[config.mk]
export PLATFORM = sky130hd
export DESIGN_NAME = irq_enable_mask
export DESIGN_NICKNAME = d
export VERILOG_FILES = /design/src/irq_enable_pkg.sv /design/src/flag_mask_merge.sv /design/src/irq_enable_mask.sv
export SDC_FILE = /design/constraint.sdc
export NUM_CORES = 1
export LEC_CHECK = 0
export BUFFER_PORTS_ARGS = -buffer_cell sky130_fd_sc_hd__buf_2
export CAP_MARGIN = 25
export CORE_MARGIN = 5
export CORE_UTILIZATION = 45
export CTS_BUF_LIST = sky130_fd_sc_hd__clkbuf_8
export CTS_CLUSTER_DIAMETER = 50
export DETAILED_ROUTE_END_ITERATION = 6
export PLACE_DENSITY = 0.72
export SKIP_LAST_GASP = 1
export SLEW_MARGIN = 30
export SYNTH_ARGS = -nofsm -noshare
export SYNTH_HDL_FRONTEND = slang
export SYNTH_HIERARCHICAL = 1
export SYNTH_SLANG_ARGS = --single-unit
[constraint.sdc]
create_clock -name core_clk -period 4.3 [get_ports core_clk]
set_input_delay 0.215 -clock core_clk [delete_from_list [all_inputs] [get_ports core_clk]]
set_output_delay 0.215 -clock core_clk [all_outputs]
set_load 0.01 [all_outputs]
[src/irq_enable_pkg.sv]
// Constants and types for the interrupt enable masking block
// Summary of operation
// - Enable bit 7 gates almost-full flag
// - Enable bit 5 gates data-ready flag
// - Enable bit 4 gates frequency-loss flag
// - Enable bit 3 gates frequency-acquired flag
// - Enable bits 2,1 gate phase flags
// - Second enable bit 7 gates lead-on
// - Second bits 6,5 gate range flags
// - Second bit 4 gates drive-range flag
// - Second bits 3..0 gate lead-off flags
package irq_enable_pkg;

  // Register offsets
  localparam logic [7:0] OFFSET_ENABLE_FIRST  = 8'h80;
  localparam logic [7:0] OFFSET_ENABLE_SECOND = 8'h81;
  localparam logic [7:0] OFFSET_PENDING_FIRST  = 8'h82;
  localparam logic [7:0] OFFSET_PENDING_SECOND = 8'h83;
  localparam logic [7:0] OFFSET_IDENTIFIER    = 8'hff;

  // Reset values and writable bits
  localparam logic [7:0] RESET_ENABLE_FIRST  = 8'h00;
  localparam logic [7:0] RESET_ENABLE_SECOND = 8'h00;
  localparam logic [7:0] WMASK_ENABLE_FIRST  = 8'hbe;
  localparam logic [7:0] WMASK_ENABLE_SECOND = 8'hff;
  localparam logic [7:0] READ_UNMAPPED       = 8'h00;

  // Arbitrary identifier value, not tied to any real part
  localparam logic [7:0] IDENTIFIER_DEFAULT = 8'h5a;

  // Field positions, first enable register and first status register
  localparam int ALMOST_FULL_IRQ_ENABLE_BIT    = 7;
  localparam int DATA_READY_IRQ_ENABLE_BIT     = 5;
  localparam int FREQ_LOSS_IRQ_ENABLE_BIT      = 4;
  localparam int FREQ_ACQUIRED_IRQ_ENABLE_BIT  = 3;
  localparam int PHASE_LOSS_IRQ_ENABLE_BIT     = 2;
  localparam int PHASE_ACQUIRED_IRQ_ENABLE_BIT = 1;

  // Field positions, second enable register and second status register
  localparam int LEAD_ON_IRQ_ENABLE_BIT           = 7;
  localparam int OVERRANGE_IRQ_ENABLE_BIT         = 6;
  localparam int UNDERRANGE_IRQ_ENABLE_BIT        = 5;
  localparam int DRIVE_RANGE_IRQ_ENABLE_BIT       = 4;
  localparam int POS_HIGH_LEADOFF_IRQ_ENABLE_BIT  = 3;
  localparam int POS_LOW_LEADOFF_IRQ_ENABLE_BIT   = 2;
  localparam int NEG_HIGH_LEADOFF_IRQ_ENABLE_BIT  = 1;
  localparam int NEG_LOW_LEADOFF_IRQ_ENABLE_BIT   = 0;

  typedef struct packed {
    logic almost_full_flag;
    logic spare_hi;
    logic data_ready_flag;
    logic freq_loss_flag;
    logic freq_acquired_flag;
    logic phase_loss_flag;
    logic phase_acquired_flag;
    logic spare_lo;
  } status_first_t;

  typedef struct packed {
    logic lead_on_flag;
    logic overrange_flag;
    logic underrange_flag;
    logic drive_range_flag;
    logic pos_high_leadoff_flag;
    logic pos_low_leadoff_flag;
    logic neg_high_leadoff_flag;
    logic neg_low_leadoff_flag;
  } status_second_t;

  typedef struct packed {
    logic [7:0] addr;
    logic [7:0] wdata;
    logic       wr;
    logic       rd;
  } reg_req_t;

endpackage

[src/flag_mask_merge.sv]
// Gating of status flags by enable bits into two pending vectors and one summary bit
`timescale 1ns/100ps
module flag_mask_merge (
  input  wire logic [7:0] flags_first,
  input  wire logic [7:0] flags_second,
  input  wire logic [7:0] enable_first,
  input  wire logic [7:0] enable_second,
  output logic      [7:0] pending_first,
  output logic      [7:0] pending_second,
  output logic            pending_any
);

  // Reserved flag positions are masked by the enable register itself
  assign pending_first  = flags_first & enable_first;
  assign pending_second = flags_second & enable_second;
  assign pending_any    = (|pending_first) | (|pending_second);

endmodule

[src/irq_enable_mask.sv]
// Interrupt enable registers, identifier register and interrupt output
`timescale 1ns/100ps
module irq_enable_mask
  import irq_enable_pkg::*;
#(
  parameter logic [7:0] DEVICE_ID = irq_enable_pkg::IDENTIFIER_DEFAULT
) (
  input  wire logic                           core_clk,
  input  wire logic                           rst_n,
  input  wire irq_enable_pkg::reg_req_t       bus_req,
  input  wire irq_enable_pkg::status_first_t  status_first,
  input  wire irq_enable_pkg::status_second_t status_second,
  output logic [7:0]                          rd_data_q,
  output logic                                irq_q
);
  import irq_enable_pkg::*;

  function automatic logic addr_is(input logic [7:0] a, input logic [7:0] off);
    addr_is = (a == off);
  endfunction

  logic [7:0] en_first_q;
  logic [7:0] en_first_d;
  logic [7:0] en_second_q;
  logic [7:0] en_second_d;
  logic [7:0] rd_data_d;
  logic [7:0] pend_first;
  logic [7:0] pend_second;
  logic       pend_any;

  wire wr_first  = bus_req.wr && addr_is(bus_req.addr, OFFSET_ENABLE_FIRST);
  wire wr_second = bus_req.wr && addr_is(bus_req.addr, OFFSET_ENABLE_SECOND);

  // Reserved positions never store, so they read back as zero
  assign en_first_d  = wr_first  ? (bus_req.wdata & WMASK_ENABLE_FIRST)  : en_first_q;
  assign en_second_d = wr_second ? (bus_req.wdata & WMASK_ENABLE_SECOND) : en_second_q;

  flag_mask_merge u_merge (
    .flags_first    (status_first),
    .flags_second   (status_second),
    .enable_first   (en_first_q),
    .enable_second  (en_second_q),
    .pending_first  (pend_first),
    .pending_second (pend_second),
    .pending_any    (pend_any)
  );

  // Read decode; the identifier has no write path at all
  wire [7:0] rd_sel =
    addr_is(bus_req.addr, OFFSET_ENABLE_FIRST)   ? en_first_q  :
    addr_is(bus_req.addr, OFFSET_ENABLE_SECOND)  ? en_second_q :
    addr_is(bus_req.addr, OFFSET_PENDING_FIRST)  ? pend_first  :
    addr_is(bus_req.addr, OFFSET_PENDING_SECOND) ? pend_second :
    addr_is(bus_req.addr, OFFSET_IDENTIFIER)     ? DEVICE_ID   : READ_UNMAPPED;

  // Data stand only in the cycle after the strobe, zero otherwise
  assign rd_data_d = bus_req.rd ? rd_sel : READ_UNMAPPED;

  always_ff @(posedge core_clk) begin
    if (!rst_n) begin
      en_first_q  <= RESET_ENABLE_FIRST;
      en_second_q <= RESET_ENABLE_SECOND;
      rd_data_q   <= READ_UNMAPPED;
      irq_q       <= 1'b0;
    end else begin
      en_first_q  <= en_first_d;
      en_second_q <= en_second_d;
      rd_data_q   <= rd_data_d;
      // Registered so the pin never glitches while flags settle
      irq_q       <= pend_any;
    end
  end

  a_full_gate: assert property (@(posedge core_clk) disable iff (!rst_n)
    status_first.almost_full_flag && en_first_q[ALMOST_FULL_IRQ_ENABLE_BIT] |=> irq_q)
    else $error("almost-full flag enabled but no interrupt");

  a_ready_gate: assert property (@(posedge core_clk) disable iff (!rst_n)
    status_first.data_ready_flag && en_first_q[DATA_READY_IRQ_ENABLE_BIT] |=> irq_q)
    else $error("data-ready flag enabled but no interrupt");

  a_freq_loss_gate: assert property (@(posedge core_clk) disable iff (!rst_n)
    status_first.freq_loss_flag && en_first_q[FREQ_LOSS_IRQ_ENABLE_BIT] |=> irq_q)
    else $error("frequency-loss flag enabled but no interrupt");

  a_freq_acq_gate: assert property (@(posedge core_clk) disable iff (!rst_n)
    status_first.freq_acquired_flag && en_first_q[FREQ_ACQUIRED_IRQ_ENABLE_BIT] |=> irq_q)
    else $error("frequency-acquired flag enabled but no interrupt");

  a_phase_gate: assert property (@(posedge core_clk) disable iff (!rst_n)
    (status_first.phase_loss_flag && en_first_q[PHASE_LOSS_IRQ_ENABLE_BIT]) ||
    (status_first.phase_acquired_flag && en_first_q[PHASE_ACQUIRED_IRQ_ENABLE_BIT])
    |=> irq_q)
    else $error("phase flag enabled but no interrupt");

  a_lead_on_gate: assert property (@(posedge core_clk) disable iff (!rst_n)
    status_second.lead_on_flag && en_second_q[LEAD_ON_IRQ_ENABLE_BIT] |=> irq_q)
    else $error("lead-on flag enabled but no interrupt");

  a_range_gate: assert property (@(posedge core_clk) disable iff (!rst_n)
    (status_second.overrange_flag && en_second_q[OVERRANGE_IRQ_ENABLE_BIT]) ||
    (status_second.underrange_flag && en_second_q[UNDERRANGE_IRQ_ENABLE_BIT])
    |=> irq_q)
    else $error("range flag enabled but no interrupt");

  a_drive_gate: assert property (@(posedge core_clk) disable iff (!rst_n)
    status_second.drive_range_flag && en_second_q[DRIVE_RANGE_IRQ_ENABLE_BIT] |=> irq_q)
    else $error("drive-range flag enabled but no interrupt");

  a_leadoff_gate: assert property (@(posedge core_clk) disable iff (!rst_n)
    (|(status_second[3:0] & en_second_q[3:0])) |=> irq_q)
    else $error("lead-off flag enabled but no interrupt");

  a_irq_cause: assert property (@(posedge core_clk) disable iff (!rst_n)
    ##1 irq_q |-> $past(|(status_first & en_first_q)) || $past(|(status_second & en_second_q)))
    else $error("interrupt raised without an enabled set flag");

  a_reset_quiet: assert property (@(posedge core_clk)
    !rst_n |=> en_first_q == RESET_ENABLE_FIRST && en_second_q == RESET_ENABLE_SECOND
    && !irq_q)
    else $error("enables or interrupt not cleared by reset");

  a_id_read: assert property (@(posedge core_clk) disable iff (!rst_n)
    bus_req.rd && bus_req.addr == OFFSET_IDENTIFIER |=> rd_data_q == DEVICE_ID)
    else $error("identifier read returned wrong value");

  a_id_nowrite: assert property (@(posedge core_clk) disable iff (!rst_n)
    bus_req.wr && bus_req.addr == OFFSET_IDENTIFIER
    |=> en_first_q == $past(en_first_q) && en_second_q == $past(en_second_q))
    else $error("identifier write disturbed other registers");

  // Quiet pin when nothing enabled is set; a stuck pin would starve the host of edges
  a_masked_quiet: assert property (@(posedge core_clk) disable iff (!rst_n)
    !(|(status_first & en_first_q)) && !(|(status_second & en_second_q)) |=> !irq_q)
    else $error("interrupt raised with no enabled flag set");

  a_rsvd_zero: assert property (@(posedge core_clk) disable iff (!rst_n)
    (en_first_q & ~WMASK_ENABLE_FIRST) == 8'h00)
    else $error("reserved enable bit holds a one");

  a_first_write: assert property (@(posedge core_clk) disable iff (!rst_n)
    wr_first |=> en_first_q == ($past(bus_req.wdata) & WMASK_ENABLE_FIRST))
    else $error("first enable write did not land");

  a_second_write: assert property (@(posedge core_clk) disable iff (!rst_n)
    wr_second |=> en_second_q == $past(bus_req.wdata))
    else $error("second enable write did not land");

  // Pending views let software find the cause without a status read elsewhere
  a_pend_read: assert property (@(posedge core_clk) disable iff (!rst_n)
    bus_req.rd && bus_req.addr == OFFSET_PENDING_FIRST
    |=> rd_data_q == $past(status_first & en_first_q))
    else $error("first pending read returned wrong value");

  a_rd_idle_zero: assert property (@(posedge core_clk) disable iff (!rst_n)
    !bus_req.rd |=> rd_data_q == READ_UNMAPPED)
    else $error("read data not zero outside a read");

  c_irq_rise: cover property (@(posedge core_clk) disable iff (!rst_n) $rose(irq_q));
  c_id_read: cover property (@(posedge core_clk) disable iff (!rst_n)
    bus_req.rd && bus_req.addr == OFFSET_IDENTIFIER);
  c_pend_read: cover property (@(posedge core_clk) disable iff (!rst_n)
    bus_req.rd && bus_req.addr == OFFSET_PENDING_SECOND);
  c_irq_fall: cover property (@(posedge core_clk) disable iff (!rst_n) $fell(irq_q));
  c_wr_then_rd: cover property (@(posedge core_clk) disable iff (!rst_n)
    wr_second ##1 bus_req.rd && bus_req.addr == OFFSET_ENABLE_SECOND);

endmodule

==> results_dict.tcl, run 1 <==
set metrics [dict create \
    avgRoutedWirePerCell_um 13.9 \
    hold_path.class "input port to register" \
    crit_path_start_kind "register" \
    drtIter0Drc 21 \
    yosysSeqAreaShare_pct 37.7 \
    grt.total_usage_pct 15.1 \
    path_cells "and2_1 > or4_1 > or4_1 > and2_1" \
    synthMostInstantiatedCell "dfxtp_1" \
    drt_drc_violations_left 0 \
    use_met3_pct 4.32 \
    h-tree-depth 1 \
    synth_simple_gate_area_share_pct 31.1 \
    routed_via_density 5.38 \
    end_kind "register" \
    antenna_found_initial 0 \
    synth-xor-area-share_pct 0 \
    gr-total-overflow 0 \
    rsz0062_at_grt "false" \
    fp.dieArea_um2 3860 \
    power_density_nw_per_um2 262 \
    fin_area_um2 1480 \
    cts_made_buffers 3 \
    synth_ff_type "dfxtp_1" \
    setup_violations 0 \
    netlist_area_um2 1220 \
    crit_family "simple AND/OR/NAND/NOR gates" \
    synth_common_cells "23 x dfxtp_1, 17 x and2_1, 16 x nand3_1" \
    synthArstFlopShare_pct 0 \
    status "complete, no violations" \
    diodes 0 \
    holdWs_ns 0.190 \
    place_area_um2 1430 \
    area_delta_synth_final_pct 20.7 \
    drive_gt1_share_pct 33.5 \
    synthAdderAreaFrac_pct 0 \
    required_ns 4.46 \
    vdd_ir_drop_max_mv 0.216 \
    setup_slack_ns 2.54 \
    cp_num_buf_inv 0 \
    grt_max_degree 26 \
    layout_min_cycle_time_ns 1.76 \
    cts_num_sinks 23 \
    ys_warn_count 6 \
    worst_path_max_delay_cell "or4_1" \
    grt_busiest_layer "met2" \
    grtUsageMet1_pct 18.2 \
    cts_root_buf "clkbuf_8" \
    hold_viol 0 \
    crit_path_max_fanout 3 \
    core-area_um2 2690 \
    die_y_um 62.1 \
    finClkSkew_ns 0.00361 \
    vias 1113 \
    cts_resized 0 \
    synth_cells 137 \
    num_io_pins 45 \
    finalCritPeriodShare_pct 40.9 \
    ys_ff_latch 23 \
    muxShareOfSynthArea_pct 11.7 \
    clockBufferDepth 2 \
    synth_cell_types 29 \
    synth_top_family_by_area "simple AND/OR/NAND/NOR gates" \
    yosysTopAreaCellShare_pct 37.7 \
    dp_slack_ns 2.56 \
    synth_edf_count 0 \
    postRouteAntennaNets 0 \
    synth_top_area_cell "dfxtp_1" \
    synth_compound_area_share_pct 14.7 \
    holdBufCountCts 0 \
    max_stage_delay_ns 0.53 \
    grt_pass1_wl_mm 4.84 \
    gp_congestion 0.848 \
    clk_latency_ns 0.26 \
    cts.reportedPaths.clkPinSlew_ns 0.08 \
    finalSetupTns_ns 0 \
    start_util_pct 45.5 \
    drtPass1Iterations 4 \
    critPathKind "register to register" \
    io_buffers 44 \
    max_freq_mhz 569 \
    first_global_vias 1122 \
    grt_use_met2_pct 24.5 \
    die_x_um 62.1 \
    fin_nets 213 \
    cts_setup_buffers 0 \
    yosys-top-cells-area "dfxtp_1 38%, and2_1 8.7%, nand3_1 6.6%" \
    total_power_mw 0.387 \
    drv_cap 0 \
    crit_arrival_ns 1.92 \
    cts_tree "done" \
    timing.final.max_slew_violations 0 \
    rows 19 \
    avgSynthCellArea_um2 8.92 \
    wl_mm 2.88 \
    power_leakage_nw 0.650 \
]
## state kept, by name (all words and copies together), names as in the netlist
signal and cells:
irq_q 1, en_first_q 6, rd_data_q 8, en_second_q 8
## path summary, 6_finish.rpt
path	slack [ns]	cells past startpoint	to	startpoint
worst min register to register	0.49	2	en_first_q[1]$_SDFFE_PN0P_	en_first_q[1]$_SDFFE_PN0P_
worst max register to register	2.54	4	irq_q$_SDFF_PN0_	en_second_q[6]$_SDFFE_PN0P_
worst max-delay path	2.54	4	irq_q$_SDFF_PN0_	en_second_q[6]$_SDFFE_PN0P_
worst min-delay path	0.19	3	en_second_q[6]$_SDFFE_PN0P_	bus_req[8]
## report_power, final
group          switching [mW]  internal [mW]  total, mW  leakage [nW]
combinational          0.0224         0.0203     0.0427         0.437
clock                  0.0665         0.0637      0.130        0.0269
sequential           0.000280          0.214      0.214         0.185
## kinds of logic after synthesis
logic type             after synthesis
flip-flops                          23
AND/OR/NAND/NOR                     65
other                                1
AO/OA/AOI/OAI                       28
multiplexers                        10
buffers and inverters               10
## worst min-delay path, cell delays in order
cell and delay (ns):
buf_2 0.10, nand2_1 0.04, o21ai_0 0.06
## area by class of cell
class	instances	area, um^2
Tap cell	31	38.8
Sequential cell	23	460
Clock buffer	3	41.3
Multi-Input combinational cell	105	711
Fill cell	255	1210
Timing Repair Buffer	44	220
Clock inverter	1	3.75
## cell usage in the layout, fill, tap and decap left out
master	instances
mux4_2	3
a211oi_1	3
nand3_1	16
mux2_2	4
or4_1	5
clkbuf_8	3
buf_2	44
o211ai_4	1
conb_1	2
a311oi_2	1
nand2b_1	1
nand2_1	12
and2_1	17
o21ai_0	15
nand3b_1	1
mux2i_1	3
nor2b_1	4
inv_1	1
a22oi_1	1
a21oi_1	4
and2_4	1
o22ai_1	3
dfxtp_1	23
nand4_1	2
nor2_1	4
nor4b_4	1
nand4_2	1
## per-layer routing
layer  share of wire, %  wire length (um)
met5                  0                 0
met4                1.8                53
met3                6.6               190
met2                 50              1450
met1                 41              1190
## metrics by stage
stage | instances | utilization (%)
floorplan | 138 | -
global placement | 203 | 53.2
detailed placement | 203 | 53.2
CTS | 207 | 54.9
global route | 207 | 54.9
finish | 207 | 54.9
Note: power is estimated with default switching activity, not from simulation.
==> run 2: changes to the inputs <==
==> constraint.sdc (replaced) <==
create_clock -name core_clk -period 1.7 [get_ports core_clk]
set_input_delay 0.085 -clock core_clk [delete_from_list [all_inputs] [get_ports core_clk]]
set_output_delay 0.085 -clock core_clk [all_outputs]
set_load 0.01 [all_outputs]
==> results_dict.tcl, run 2 (synthesis results as in run 1) <==
set metrics [dict create \
    vias 1154 \
    drtIter0Drc 33 \
    postRouteAntennaNets 0 \
    required_ns 1.87 \
    final_common_cell "buf_2" \
    diodes 0 \
    fillerInstances 236 \
    p_sw_share_pct 23.8 \
    critPathKind "register to register" \
    min_from "bus_req[2]" \
    crit_family "simple AND/OR/NAND/NOR gates" \
    finalSetupTns_ns -0.0394 \
    power_frac_seq_pct 54.5 \
    grt_pass1_wl_mm 5.01 \
    timing.final.max_slew_violations 0 \
    grt.total_usage_pct 15.5 \
    hold_viol 0 \
    rsz0062_at_grt "true" \
    finalCritPeriodShare_pct 102 \
    area_delta_synth_final_pct 28.4 \
    rrSetupSlack_ns -0.04 \
    r2r_start "en_second_q[2]$_SDFFE_PN0P_" \
    path_cells "and2_4 > or4_1 > or4_1 > and2_1" \
    cts_root_buf "clkbuf_8" \
    dp_cells 212 \
    final_cell_mix "44 x buf_2, 19 x dfxtp_1, 16 x nand3_1, 15 x and2_1, 15 x o21ai_0" \
    fp.dieArea_um2 3860 \
    crit_path_start_kind "register" \
    first_global_vias 1116 \
    setup_violations 1 \
    setup_slack_ns -0.0394 \
    cts_num_sinks 23 \
    worst_path_max_delay_cell "or4_1" \
    grt_max_degree 26 \
    crit_arrival_ns 1.91 \
    end_kind "register" \
    hold_path.class "input port to register" \
    cts_made_buffers 3 \
    rows 19 \
    die_y_um 62.1 \
    core-area_um2 2690 \
    status "finished, violations left" \
    hold_depth 3 \
    crit_top_cell "or4_1" \
    dp_hpwl_mm 2.41 \
    gp_congestion 0.913 \
    h-tree-depth 1 \
    holdWs_ns 0.0559 \
    max_stage_delay_ns 0.51 \
    drv_cap 0 \
    dp_slack_ns -0.0402 \
    start_util_pct 45.5 \
    cts_tree "done" \
    routed_via_density 5.29 \
    reg_top3 "en_second_q: 8 flops, rd_data_q: 8 flops, en_first_q: 6 flops" \
    num_io_pins 45 \
    fin_util_pct 58.4 \
    fin_nets 224 \
    p_int_mw 0.757 \
    violations "negative setup slack" \
    avgRoutedWirePerCell_um 13.8 \
    layout_min_cycle_time_ns 1.74 \
    crit_path_max_fanout 2 \
    switching_power_mw 0.236 \
    combPwrFrac_pct 11.2 \
    hold_path_end "en_second_q[0]$_SDFFE_PN0P_" \
    gr-total-overflow 0 \
    clockBufferDepth 2 \
    fin_area_um2 1570 \
    antenna_found_initial 0 \
    vdd_ir_drop_max_mv 0.453 \
    io_buffers 44 \
    holdBufCountCts 0 \
    total_power_mw 0.993 \
    die_x_um 62.1 \
    drt_drc_violations_left 0 \
    place_area_um2 1500 \
    drtPass1Iterations 4 \
    power_density_nw_per_um2 633 \
    max_freq_mhz 575 \
    cts.reportedPaths.clkPinSlew_ns 0.08 \
    drive_gt1_share_pct 41.2 \
    power_leakage_nw 0.711 \
    cp_num_buf_inv 0 \
    r2r_end "irq_q$_SDFF_PN0_" \
    pwr-share-clk_pct 34.3 \
    finClkSkew_ns 0.00432 \
    final_cell_count_no_fill 218 \
    worstRegToRegCells 4 \
    wl_mm 3.02 \
    clk_latency_ns 0.26 \
]
## run 2: cell count changes in the layout (fill, tap and decap cells not counted), sizes merged
cell    before  now
buf         44   55
inv          1    0
clkinv       0    1
## run 2: cell type report
type,instances,area [um^2],share of cell area (%)
flip-flops and latches,23,465,29.7
clock inverters,1,5.00,0.319
multi-input cells,105,716,45.6
well taps,31,38.8,2.47
repair buffers,55,303,19.3
clock buffers,3,41.3,2.63
## run 2: power by group through the flow
stage,sequential [mW],combinational [mW],clock (mW)
after floorplan,0.555,0.0582,0
after global placement,0.554,0.109,0
after detailed placement,0.554,0.110,0
after CTS,0.541,0.111,0.351
after global routing,0.541,0.123,0.374
final,0.541,0.112,0.341
## run 2: worst reg2reg max path: stages (launching register included)
cell,delay [ns]
dfxtp_2,0.33
and2_4,0.13
or4_1,0.50
or4_1,0.51
and2_1,0.16
## run 2: layer usage
metal	GRT usage, %	vias to the layer above	share of wire [%]
li1	-	590	-
met1	19.8	523	42
met2	25.1	37	51
met3	3.60	4	6.2
met4	5.96	0	1.2
met5	0	-	0
## run 2: how the worst max path moves through the flow
stage | from | endpoint | slack, ns | depth (start not counted)
after floorplan | en_first_q[7]$_SDFFE_PN0P_ | irq_q$_SDFF_PN0_ | 0.02 | 4
after global placement | en_first_q[4]$_SDFFE_PN0P_ | irq_q$_SDFF_PN0_ | -0.004 | 4
after detailed placement | en_first_q[4]$_SDFFE_PN0P_ | irq_q$_SDFF_PN0_ | -0.04 | 4
after CTS | en_second_q[2]$_SDFFE_PN0P_ | irq_q$_SDFF_PN0_ | -0.02 | 4
after global routing | en_second_q[2]$_SDFFE_PN0P_ | irq_q$_SDFF_PN0_ | -0.07 | 4
final | en_second_q[2]$_SDFFE_PN0P_ | irq_q$_SDFF_PN0_ | -0.04 | 4
## run 2: timing repair
item | in CTS | in global routing
endpoints found under the hold margin | 0 | 0
buffers inserted | 2 | 0
gates resized for setup | 6 | 0
pin swaps | 2 | 0
endpoints found under the setup margin | 1 | 1
==> run 3: changes to the inputs <==
--- a/config.mk
+++ b/config.mk
@@ -12,10 +12,9 @@
 export CTS_BUF_LIST = sky130_fd_sc_hd__clkbuf_8
 export CTS_CLUSTER_DIAMETER = 50
 export DETAILED_ROUTE_END_ITERATION = 6
-export PLACE_DENSITY = 0.72
+export PLACE_DENSITY = 0.73
 export SKIP_LAST_GASP = 1
 export SLEW_MARGIN = 30
 export SYNTH_ARGS = -nofsm -noshare
 export SYNTH_HDL_FRONTEND = slang
-export SYNTH_HIERARCHICAL = 1
 export SYNTH_SLANG_ARGS = --single-unit
==> constraint.sdc (replaced) <==
create_clock -name core_clk -period 1.7 [get_ports core_clk]
set_input_delay 0.34 -clock core_clk [delete_from_list [all_inputs] [get_ports core_clk]]
set_output_delay 0.34 -clock core_clk [all_outputs]
set_load 0.01 [all_outputs]
==> results_dict.tcl, run 3 <==
set metrics [dict create \
    start_util_pct 46.4 \
    startpoint "bus_req[12]" \
    rsz0062_at_grt "false" \
    finalCritPeriodShare_pct 81.8 \
    netlist_area_um2 1140 \
    yosysSeqAreaShare_pct 40.4 \
    dp_slack_ns 0.0268 \
    muxShareOfSynthArea_pct 12.3 \
    core-area_um2 2450 \
    die_y_um 60.3 \
    cts_num_sinks 23 \
    crit_path_start_kind "input port" \
    crit_path_max_fanout 8 \
    synth_common_cells "23 x dfxtp_1, 14 x mux2i_1, 11 x nand3_1" \
    avgRoutedWirePerCell_um 14.6 \
    gr-total-overflow 0 \
    cts_root_buf "clkbuf_8" \
    min_from "bus_req[7]" \
    routed_via_density 5.51 \
    worst_path_max_delay_cell "and3_2" \
    path_cells "buf_2 > nor4_4 > and3_2 > mux2i_1 > nor2b_1" \
    r2r_start "en_second_q[3]$_SDFFE_PN0P_" \
    layout_min_cycle_time_ns 1.39 \
    power_leakage_nw 0.593 \
    gp_congestion 0.824 \
    num_io_pins 45 \
    clockBufferDepth 2 \
    grt_max_degree 22 \
    synth_cells 126 \
    status "complete, no violations" \
    final_cell_mix "42 x buf_2, 23 x dfxtp_1, 14 x mux2i_1, 11 x nand3_1, 10 x a21oi_1" \
    fin_nets 206 \
    drtPass1Iterations 4 \
    dp_cells 195 \
    die_x_um 60.3 \
    diodes 0 \
    dp_hpwl_mm 2.38 \
    grt.total_usage_pct 17.2 \
    cts.reportedPaths.clkPinSlew_ns 0.09 \
    first_global_vias 1078 \
    setup_violations 0 \
    synthAdderAreaFrac_pct 0 \
    antenna_found_initial 0 \
    required_ns 1.86 \
    synthMostInstantiatedCell "dfxtp_1" \
    tightest_slew_ns 0.312 \
    synth_top_family_by_area "simple AND/OR/NAND/NOR gates" \
    hold_path.class "input port to register" \
    max_stage_delay_ns 0.43 \
    postRouteAntennaNets 0 \
    reg_top3 "en_second_q: 8 flops, rd_data_q: 8 flops, en_first_q: 6 flops" \
    max_freq_mhz 719 \
    power_density_nw_per_um2 691 \
    synth_simple_gate_area_share_pct 23.5 \
    synth_ff_type "dfxtp_1" \
    end_kind "register" \
    rows 18 \
    yosys-top-cells-area "dfxtp_1 40%, mux2i_1 12%, nand3_1 4.8%" \
    cts_made_buffers 3 \
    setup_slack_ns 0.310 \
    grt_pass1_wl_mm 4.67 \
    cts_resized 0 \
    ys_warn_count 0 \
    h-tree-depth 1 \
    cts_tree "done" \
    area_delta_synth_final_pct 25.6 \
    yosysTopAreaCellShare_pct 40.4 \
    finClkSkew_ns 0.00680 \
    ys_ff_latch 23 \
    fin_util_pct 58.3 \
    holdBufCountCts 0 \
    synth_cell_types 32 \
    drt_drc_violations_left 0 \
    clk_latency_ns 0.26 \
    avgSynthCellArea_um2 9.04 \
    synth_compound_area_share_pct 19.9 \
    hold_viol 0 \
    final_cell_count_no_fill 199 \
    vdd_ir_drop_max_mv 0.493 \
    final_common_cell "buf_2" \
    synthArstFlopShare_pct 0 \
    vias 1097 \
    drv_cap 0 \
    drive_gt1_share_pct 33.1 \
    max_slew_margin_pct 79.1 \
    finalSetupTns_ns 0 \
    fp.dieArea_um2 3640 \
    synth_edf_count 0 \
    cts_setup_buffers 0 \
    io_buffers 42 \
    postSynthNetCount 162 \
    synth-xor-area-share_pct 0 \
    timing.final.max_slew_violations 0 \
    crit_arrival_ns 1.55 \
    critPathKind "input port to register" \
    wl_mm 2.90 \
    synth_top_area_cell "dfxtp_1" \
    holdWs_ns 0.319 \
    drtIter0Drc 27 \
]
==> run 3: layout make-up <==
class                      count  area [um^2]
fill                         250         1020
multi-input combinational     94          634
sequential                    23          460
timing repair buffer          47          248
clock buffer                   3         41.3
tap                           30         37.5
clock inverter                 1         5.00
inverter                       1         3.75
==> run 3: kinds of logic (layout without fill, tap and decap cells) <==
| kind of cell | count (synthesis) | in the layout |
|---|---|---|
| AOI/OAI and AO/OA | 35 | 35 |
| and+or+nand+nor | 45 | 45 |
| muxes | 14 | 14 |
| DFF | 23 | 23 |
| buffers and inverters | 9 | 52 |
==> run 3: worst max-delay path, delay by kind of cell <==
| kind | cells | cell delay, ns |
|---|---|---|
| buf+inv | 1 | 0.12 |
| simple gates | 3 | 0.86 |
| mux | 1 | 0.23 |
==> run 3: final timing paths <==
| path | to | slack, ns | depth (start not counted) |
|---|---|---|---|
| setup reg to reg | irq_q$_SDFF_PN0_ | 0.48 | 4 |
| setup / recovery | en_second_q[1]$_SDFFE_PN0P_ | 0.31 | 5 |
| hold / removal | en_first_q[5]$_SDFFE_PN0P_ | 0.32 | 3 |
| hold reg to reg | rd_data_q[0]$_SDFF_PP0_ | 0.50 | 2 |
==> run 3: stage by stage <==
| stage | instance area [um^2] | total power [mW] |
|---|---|---|
| after floorplan | 1140 | 0.599 |
| after global placement | 1380 | 0.656 |
| after detailed placement | 1380 | 0.658 |
| after CTS | 1430 | 0.990 |
| after global routing | 1430 | 1.02 |
| final | 1430 | 0.988 |
==> run 3: routing by layer <==
layer / GRT usage, % / up-vias / part of all wire, %
li1: - / 554 / -
met4: 7.28 / 0 / 0.59
met2: 30.6 / 31 / 51
met3: 4.32 / 2 / 8.0
met5: 0 / - / 0
met1: 19.3 / 510 / 40
==> run 3: power breakdown <==
part / switching, mW / total (mW) / internal, mW / leakage, nW
clock: 0.179 / 0.342 / 0.164 / 0.0255
combinational: 0.0551 / 0.107 / 0.0516 / 0.383
sequential: 0.000451 / 0.539 / 0.539 / 0.185
